===== src/design/tcsc_pkg.sv =====
`default_nettype none

package tcsc_pkg;

  // APB address width and register byte offsets
  localparam int unsigned ADDR_W      = 12;
  localparam logic [11:0] OFF_CTRL    = 12'h000;  // clock_select_control
  localparam logic [11:0] OFF_ISTAT   = 12'h004;  // Sticky event status, write one to clear
  localparam logic [11:0] OFF_IMASK   = 12'h008;  // Event enable mask, same layout
  localparam logic [11:0] OFF_STATUS  = 12'h00C;  // Live state, read only

  // Control register fields, bit 7 down to bit 0
  typedef struct packed {
    logic       viol;     // violation_inject_bit
    logic       t1;       // t1_e1_select_bit
    logic       align;    // tx_frame_tick_align
    logic       protect;  // Clock-loss protection enable
    logic [1:0] rsvd;     // Reserved, stored as written
    logic [1:0] src;      // tx_timing_source_sel
  } tcsc_ctrl_t;

  // Protection on, PLL source, all else off
  localparam logic [7:0] CTRL_RESET   = 8'h11;

  // Interrupt status and mask layout
  localparam int unsigned IRQ_W       = 8;
  localparam int unsigned IRQ_VIOL    = 0;  // A violation went out
  localparam int unsigned IRQ_REGAIN  = 4;  // Recovery regained while falling back
  localparam int unsigned IRQ_LOSS    = 5;  // Clock loss seen with protection on
  localparam logic [7:0]  IMASK_RESET = 8'h00;
  localparam logic [7:0]  ISTAT_RESET = 8'h00;

  // Live status layout
  localparam int unsigned ST_FALLBACK = 0;  // Running on PLL because of loss
  localparam int unsigned ST_LOST     = 1;  // Synchronised loss input
  localparam int unsigned ST_SRC_LSB  = 2;  // Effective source, two bits

  // Timing source codes
  typedef enum logic [1:0] {
    SRC_RECOVERED = 2'b00,  // Recovered line clock
    SRC_PLL       = 2'b01,  // Master-clock PLL
    SRC_TX_SERIAL = 2'b10,  // Transmit serial clock input
    SRC_TX_AUX    = 2'b11   // Auxiliary transmit clock input
  } tcsc_src_t;

  // Transmit framer control carrier
  typedef struct packed {
    logic      t1_mode;   // 1 selects T1 framing
    tcsc_src_t src;       // Effective timing source
    logic      fallback;  // Substituted PLL for lost recovery
  } tcsc_tx_ctl_t;

  // Frame tick period and its length in clock cycles
  localparam int unsigned CLK_PERIOD_NS  = 40;
  localparam int unsigned TICK_PERIOD_NS = 125000;
  localparam int unsigned TICK_CYCLES    = TICK_PERIOD_NS / CLK_PERIOD_NS;

endpackage

`default_nettype wire


===== src/design/tcsc_sync.sv =====
`timescale 1ns/1ps
`default_nettype none

module tcsc_sync (
  input  wire logic       pclk,     // System clock
  input  wire logic       presetn,  // Async reset, active low
  input  wire logic [1:0] async_in, // Levels from outside this domain
  output logic      [1:0] sync_out  // Two-stage synchronised levels
);

  logic [1:0] stage1;  // Metastability catcher, read only by stage two

  // Two flops per bit, one generate branch each
  for (genvar i = 0; i < 2; i++) begin : g_bit
    always_ff @(posedge pclk or negedge presetn) begin
      if (!presetn) begin
        stage1[i]   <= 1'b0;
        sync_out[i] <= 1'b0;
      end else begin
        stage1[i]   <= async_in[i];
        sync_out[i] <= stage1[i];
      end
    end
  end

endmodule

`default_nettype wire


===== src/design/tcsc_fallback.sv =====
`timescale 1ns/1ps
`default_nettype none

module tcsc_fallback (
  input  wire logic               pclk,      // System clock
  input  wire logic               presetn,   // Async reset, active low
  input  wire logic               protect,   // Protection enable
  input  wire tcsc_pkg::tcsc_src_t sel_src,  // Software-selected source
  input  wire logic               lost,      // Synchronised loss of recovery
  output tcsc_pkg::tcsc_src_t     eff_src,   // Source actually used
  output logic                    active,    // Fallback in force
  output logic                    loss_evt,  // One-cycle loss event
  output logic                    regain_evt // One-cycle regain event
);

  typedef enum logic {
    FB_NORMAL = 1'b0,  // Selected source in use
    FB_PLL    = 1'b1   // Substituting PLL clock
  } tcsc_fb_state_t;

  tcsc_fb_state_t state;      // Current fallback state
  tcsc_fb_state_t next_state; // Next fallback state
  logic           lost_d;     // Previous loss level for edge detect

  // Only a protected, recovered-clock channel may fall back
  always_comb begin
    next_state = state;
    unique case (state)
      FB_NORMAL: if (protect && sel_src == tcsc_pkg::SRC_RECOVERED && lost)
                   next_state = FB_PLL;
      FB_PLL:    if (!lost || !protect || sel_src != tcsc_pkg::SRC_RECOVERED)
                   next_state = FB_NORMAL;
    endcase
  end

  // State, effective source and events
  always_ff @(posedge pclk or negedge presetn) begin
    if (!presetn) begin
      state      <= FB_NORMAL;
      lost_d     <= 1'b0;
      eff_src    <= tcsc_pkg::SRC_PLL;
      active     <= 1'b0;
      loss_evt   <= 1'b0;
      regain_evt <= 1'b0;
    end else begin
      state      <= next_state;
      lost_d     <= lost;
      active     <= (next_state == FB_PLL);
      eff_src    <= (next_state == FB_PLL) ? tcsc_pkg::SRC_PLL : sel_src;
      // Loss reported only while protection is on
      loss_evt   <= lost && !lost_d && protect;
      regain_evt <= (state == FB_PLL) && !lost;
    end
  end

endmodule

`default_nettype wire


===== src/design/tcsc_top.sv =====
// Decided for this implementation: the APB register port and the register addresses.
`timescale 1ns/1ps
`default_nettype none

module tcsc_top (
  input  wire logic                 pclk,          // System clock, 25 MHz
  input  wire logic                 presetn,       // Async reset, active low
  input  wire logic                 psel,          // APB select
  input  wire logic                 penable,       // APB access phase
  input  wire logic                 pwrite,        // APB write
  input  wire logic [11:0]          paddr,         // APB byte address
  input  wire logic [31:0]          pwdata,        // APB write data
  output logic      [31:0]          prdata,        // APB read data
  output logic                      pready,        // APB ready
  output logic                      pslverr,       // APB error, unmapped
  input  wire logic                 recovery_lost, // Line interface lost clock recovery
  input  wire logic                 pll_tick_8k,   // Frame tick from PLL
  output tcsc_pkg::tcsc_tx_ctl_t    tx_ctl,        // Mode and timing to framer
  output logic                      line_code_violation, // Inject one violation
  output logic                      tx_frame_align,      // Align frame to tick
  output logic                      irq            // Level interrupt
);

  // Register storage
  tcsc_pkg::tcsc_ctrl_t ctrl;        // clock_select_control
  logic [7:0]           istat;       // Sticky events
  logic [7:0]           imask;       // Event enables
  logic [7:0]           ev_set;      // Events raised this cycle
  logic [7:0]           ev_clr;      // Write-one-to-clear bits

  // Bus phase decode
  logic                 setup_ph;    // Setup cycle
  logic                 wr_fire;     // Write takes effect now
  logic                 mapped;      // Address hits a register

  // Synchronised pins and derived levels
  logic [1:0]           sync_lvl;    // {tick, lost} after two flops
  logic                 lost_s;      // Loss of recovery, synced
  logic                 tick_s;      // Frame tick, synced
  logic                 tick_d;      // Tick delayed for edge detect
  logic                 viol_d;      // Violation bit last cycle

  // Fallback results
  tcsc_pkg::tcsc_src_t  eff_src;     // Source in use
  logic                 fb_active;   // Fallback in force
  logic                 loss_evt;    // Loss event
  logic                 regain_evt;  // Regain event

  // Address decode shared by error answer and the unmapped-error check
  function automatic logic is_mapped(input logic [11:0] a);
    is_mapped = (a == tcsc_pkg::OFF_CTRL)  || (a == tcsc_pkg::OFF_ISTAT) ||
                (a == tcsc_pkg::OFF_IMASK) || (a == tcsc_pkg::OFF_STATUS);
  endfunction

  assign setup_ph = psel && !penable;
  assign wr_fire  = psel && penable && pready && pwrite;
  assign mapped   = is_mapped(paddr);
  assign lost_s   = sync_lvl[0];
  assign tick_s   = sync_lvl[1];

  // Both pins come from other domains
  tcsc_sync u_sync (
    .pclk     (pclk),
    .presetn  (presetn),
    .async_in ({pll_tick_8k, recovery_lost}),
    .sync_out (sync_lvl)
  );

  // Clock-loss fallback
  tcsc_fallback u_fb (
    .pclk       (pclk),
    .presetn    (presetn),
    .protect    (ctrl.protect),
    .sel_src    (tcsc_pkg::tcsc_src_t'(ctrl.src)),
    .lost       (lost_s),
    .eff_src    (eff_src),
    .active     (fb_active),
    .loss_evt   (loss_evt),
    .regain_evt (regain_evt)
  );

  // Ready one cycle after setup: every transfer has one access cycle
  always_ff @(posedge pclk or negedge presetn) begin
    if (!presetn) begin
      pready  <= 1'b0;
      pslverr <= 1'b0;
    end else begin
      pready  <= setup_ph;
      pslverr <= setup_ph && !mapped;  // Unmapped answers with error
    end
  end

  // Read data captured in setup; stale by one cycle at most
  always_ff @(posedge pclk or negedge presetn) begin
    if (!presetn) begin
      prdata <= 32'h0000_0000;
    end else if (setup_ph && !pwrite) begin
      unique case (paddr)
        tcsc_pkg::OFF_CTRL:   prdata <= {24'h00_0000, ctrl};
        tcsc_pkg::OFF_ISTAT:  prdata <= {24'h00_0000, istat};
        tcsc_pkg::OFF_IMASK:  prdata <= {24'h00_0000, imask};
        tcsc_pkg::OFF_STATUS: prdata <= {28'h000_0000, eff_src, lost_s, fb_active};
        default:              prdata <= 32'h0000_0000;
      endcase
    end
  end

  // Control register; reserved bits stored as software writes them
  always_ff @(posedge pclk or negedge presetn) begin
    if (!presetn) begin
      ctrl <= tcsc_pkg::CTRL_RESET;
    end else if (wr_fire && paddr == tcsc_pkg::OFF_CTRL) begin
      ctrl <= pwdata[7:0];
    end
  end

  // Mask register
  always_ff @(posedge pclk or negedge presetn) begin
    if (!presetn) begin
      imask <= tcsc_pkg::IMASK_RESET;
    end else if (wr_fire && paddr == tcsc_pkg::OFF_IMASK) begin
      imask <= pwdata[7:0];
    end
  end

  // Event collection into status layout
  always_comb begin
    ev_set                       = 8'h00;
    ev_set[tcsc_pkg::IRQ_VIOL]   = line_code_violation;
    ev_set[tcsc_pkg::IRQ_REGAIN] = regain_evt;
    ev_set[tcsc_pkg::IRQ_LOSS]   = loss_evt;
    ev_clr = (wr_fire && paddr == tcsc_pkg::OFF_ISTAT) ? pwdata[7:0] : 8'h00;
  end

  // Sticky status; a set in the clearing cycle survives
  always_ff @(posedge pclk or negedge presetn) begin
    if (!presetn) begin
      istat <= tcsc_pkg::ISTAT_RESET;
    end else begin
      istat <= (istat & ~ev_clr) | ev_set;
    end
  end

  // Interrupt level from unmasked status
  always_ff @(posedge pclk or negedge presetn) begin
    if (!presetn) begin
      irq <= 1'b0;
    end else begin
      irq <= |(istat & imask);
    end
  end

  // Violation injection on zero-to-one of the control bit only
  always_ff @(posedge pclk or negedge presetn) begin
    if (!presetn) begin
      viol_d              <= 1'b0;
      line_code_violation <= 1'b0;
    end else begin
      viol_d              <= ctrl.viol;
      line_code_violation <= ctrl.viol && !viol_d;
    end
  end

  // Frame alignment: tick edge gated by enable and PLL selection
  always_ff @(posedge pclk or negedge presetn) begin
    if (!presetn) begin
      tick_d         <= 1'b0;
      tx_frame_align <= 1'b0;
    end else begin
      tick_d         <= tick_s;
      // Selected source decides; a fallback to PLL does not enable it
      tx_frame_align <= tick_s && !tick_d && ctrl.align &&
                        (ctrl.src == tcsc_pkg::SRC_PLL);
    end
  end

  // Per-channel framer controls
  always_ff @(posedge pclk or negedge presetn) begin
    if (!presetn) begin
      tx_ctl <= '{t1_mode: 1'b0, src: tcsc_pkg::SRC_PLL, fallback: 1'b0};
    end else begin
      tx_ctl.t1_mode  <= ctrl.t1;
      tx_ctl.src      <= eff_src;
      tx_ctl.fallback <= fb_active;
    end
  end
endmodule

`default_nettype wire


===== config.mk =====
export PLATFORM = sky130hd
export DESIGN_NAME = tcsc_top
export DESIGN_NICKNAME = d
export VERILOG_FILES = /design/src/design/tcsc_pkg.sv /design/src/design/tcsc_sync.sv /design/src/design/tcsc_fallback.sv /design/src/design/tcsc_top.sv
export SDC_FILE = /design/constraint.sdc
export NUM_CORES = 1
export LEC_CHECK = 0
export ABC_AREA = 1
export BUFFER_PORTS_ARGS = -buffer_cell sky130_fd_sc_hd__buf_2
export CAP_MARGIN = 10
export CORE_UTILIZATION = 40
export DETAILED_ROUTE_END_ITERATION = 12
export PLACE_DENSITY = 0.67
export SYNTH_ARGS = -nofsm -noshare
export SYNTH_HDL_FRONTEND = slang
export SYNTH_HIERARCHICAL = 1
export SYNTH_SLANG_ARGS = --single-unit

===== constraint.sdc =====
create_clock -name pclk -period 2.8 [get_ports pclk]
set_input_delay 0.14 -clock pclk [delete_from_list [all_inputs] [get_ports pclk]]
set_output_delay 0.14 -clock pclk [all_outputs]
set_load 0.05 [all_outputs]

==> run_results.csv <==
group,metric,value,unit
sta,tns,0,ns
cells_and_area,drive_above_1_share,26.9,%
cells_and_area,layout_commonest_cell,"nand2_1",
setup_path,max_stage_delay,0.37,ns
floorplanning,core-area,5990,um2
clocking,cts_buffer_depth,2,
setup_path,crit_path_cell_trace,"nand4_2 > nand3b_4 > nand2_1 > o21ai_2",
detailed_routing,drc,0,
clocking,cts_tree,"built",
run,maxCapViolCount,0,
setup_path,reg2reg_depth,4,
setup_path,timing.rr.end,"imask[2]",
synth,syn_inst,271,
sta,rsz0062_at_grt,"false",
grt,antenna_found_initial,0,
sta,min_period,1.28,ns
worst_hold_path,min_to,"pready",
pwr,powerDensity,480,nW/um2
detailed_routing,route.antenna.remaining_nets,0,
floorplanning,die_w,81.1,um
placement,port_buffers,43,
grt,grt-ovfl-total,0,
setup_path,start_kind,"flop",
grt,busiest_layer,"met2",
cells_and_area,syn_to_final_growth,12.0,%
floorplanning,dieArea,6580,um2
sta,setup_viol,0,
pwr,power.share.switching,27.7,%
pwr,pwr-share-seq,57.5,%
clocking,path_clk_slew,0.10,ns
clocking,h-tree-depth,2,
grt,grt_pass1_vias,1689,
synth,seq_area_frac_synth,53.1,%
pwr,power_frac_clock,31.9,%
setup_path,crit_type,"flop to flop",
grt,grt_usage,16.1,%
cells_and_area,nets,370,
clocking,cts_buffers,5,
clocking,cts.sinks,53,
cells_and_area,final_util,46.8,%
clocking,worstSkewPairLatency,0.30,ns
synth,netlist_area,2500,um2
detailed_routing,dr.pass1.iters,4,
worst_hold_path,min_path_cells,2,
synth,synth_warnings,6,
floorplanning,rows,28,
pwr,p_leak,1.62,nW
detailed_routing,vias_per_cell,4.64,
synth,avgSynthCellArea,9.24,um2
sta,tightest_slew,0.643,ns
clocking,post_cts.repair.setup_buffers,0,
sta,fmax,0.783,GHz
sta,hold_violations,0,
floorplanning,dieHeight,81.1,um
setup_path,cp.arrival,1.48,ns
setup_path,timing.rr.start,"pready",
detailed_routing,vias,1831,
placement,dp_hpwl,3430,um
floorplanning,start_util,41.8,%
cells_and_area,diodes,0,
clocking,root_buffer,"clkbuf_8",
sta,slew_headroom,57.1,%
worst_hold_path,worstHoldStart,"penable",
detailed_routing,wl_per_cell,11.7,um
pwr,p_comb_share,10.6,%
floorplanning,ios,92,
pwr,p_sw,373,uW
cells_and_area,layout_common_cells,"nand2_1 (70), dfrtp_1 (49), buf_2 (43), nand3_1 (34), conb_1 (24)",
setup_path,critPathMaxFanout,16,
pwr,irDropWorstVdd,356,uV
grt,grtUsageMet2,24.8,%
grt,globalRouteMet3Util,3.48,%
pwr,p_int,973,uW
grt,grt_max_degree,54,
synth,ys_seq_elements,53,
grt,grt_pass1_wl,7880,um
setup_path,rrSetupSlack,1.52,ns
setup_path,end_kind,"flop",
sta,fin_skew,0.00550,ns
sta,fin_crit_sh,45.6,%
sta,maxSlewViolCount,0,
pwr,power,1.35,mW
detailed_routing,wirelength,4610,um
grt,grtUsageMet1,22.3,%
status,status,"finished, final reports clean",
synth,ys_types,27,
setup_path,crit_required,3.00,ns
worst_hold_path,hp-class,"primary input to flop",
sta,holdWs,0.0219,ns
placement,place_congestion,0.803,
setup_path,slowest_stage,"dfrtp_1",
detailed_routing,drtIter0Drc,133,
==> logic make-up (layout without fill, tap and decap cells) <==
group                  Yosys count  count (layout)  share of synthesized area [%]
other                            1              24                          0.150
DFF                             53              53                           53.1
buffers and inverters           56              82                           12.9
AOI/OAI and AO/OA               27              27                           7.89
and+or+nand+nor                134             134                           25.9
==> final cells by class <==
| cell class | count | area [um2] |
|---|---|---|
| Multi-Input combinational cell | 185 | 937 |
| Sequential cell | 53 | 1330 |
| Inverter | 27 | 101 |
| Clock buffer | 5 | 68.8 |
| Timing Repair Buffer | 47 | 253 |
| Clock inverter | 3 | 21.3 |
| Tap cell | 75 | 93.8 |
| Fill cell | 584 | 3180 |
==> power groups by stage <==
stage	combinational (mW)	clock, mW	sequential (mW)
6_report	0.143	0.429	0.774
5_1_grt	0.157	0.481	0.775
4_1_cts	0.145	0.448	0.774
3_5_place_dp	0.142	0	0.789
3_3_place_gp	0.140	0	0.789
2_1_floorplan	0.119	0	0.794
==> metal layers <==
layer / vias to the layer above / share of wire, %
li1: 908 / -
met1: 841 / 46
met2: 74 / 46
met3: 8 / 6.4
met4: 0 / 1.4
met5: - / 0
==> synthesized netlist by cell type (all sizes together) <==
cell / n / area (um2)
a21o: 3 / 22.5
a221oi: 2 / 17.5
buf: 28 / 218
clkbuf: 1 / 3.75
conb: 1 / 3.75
dfrtp: 49 / 1230
dfstp: 4 / 105
inv: 27 / 101
nand2: 75 / 299
nand3: 34 / 170
nand3b: 1 / 20.0
nand4: 1 / 12.5
nor2: 21 / 134
nor2b: 1 / 6.26
nor3b: 1 / 7.51
o21a: 6 / 45.0
o21ai: 15 / 105
o21bai: 1 / 7.51
==> registers in the layout (all words and copies together), names as in the netlist <==
name,cells
u_sync/sync_out,2
tx_frame_align,1
u_fb/lost_d,1
viol_d,1
ctrl,8
pready,1
istat,8
imask,8
u_fb/eff_src,2
irq,1
u_sync/stage1,2
pslverr,1
tick_d,1
u_fb/regain_evt,1
prdata,8
u_fb/loss_evt,1
line_code_violation,1
tx_ctl,4
u_fb/state,1
==> worst max-delay path by stage <==
| stage | start | to | slack [ns] |
|---|---|---|---|
| floorplan | pready | imask[4] | 1.24 |
| global placement | paddr[7] | istat[4] | 1.39 |
| detailed placement | paddr[11] | istat[5] | 1.37 |
| CTS | pready | imask[2] | 1.50 |
| global route | pready | imask[2] | 1.41 |
| finish | pready | imask[2] | 1.52 |
==> worst max-delay path: cells and delay by family (launching register included) <==
kind,cells,cell delay [ns]
AOI/OAI and AO/OA,1,0.06
and+or+nand+nor,3,0.75
DFF,1,0.37
==> stage by stage <==
step | cell area [um2] | std cells | setup WS (ns)
2_1_floorplan | 2590 | 294 | 1.24
6_report | 2810 | 395 | 1.52
3_5_place_dp | 2690 | 384 | 1.37
3_3_place_gp | 2690 | 384 | 1.39
5_1_grt | 2810 | 395 | 1.41
4_1_cts | 2810 | 395 | 1.50
==> what timing repair did <==
action,4_1_cts,5_1_grt
hold buffers,3,0
endpoints found under the hold margin,51,0
resized for setup,0,0
(Power assumes the default switching activity.)
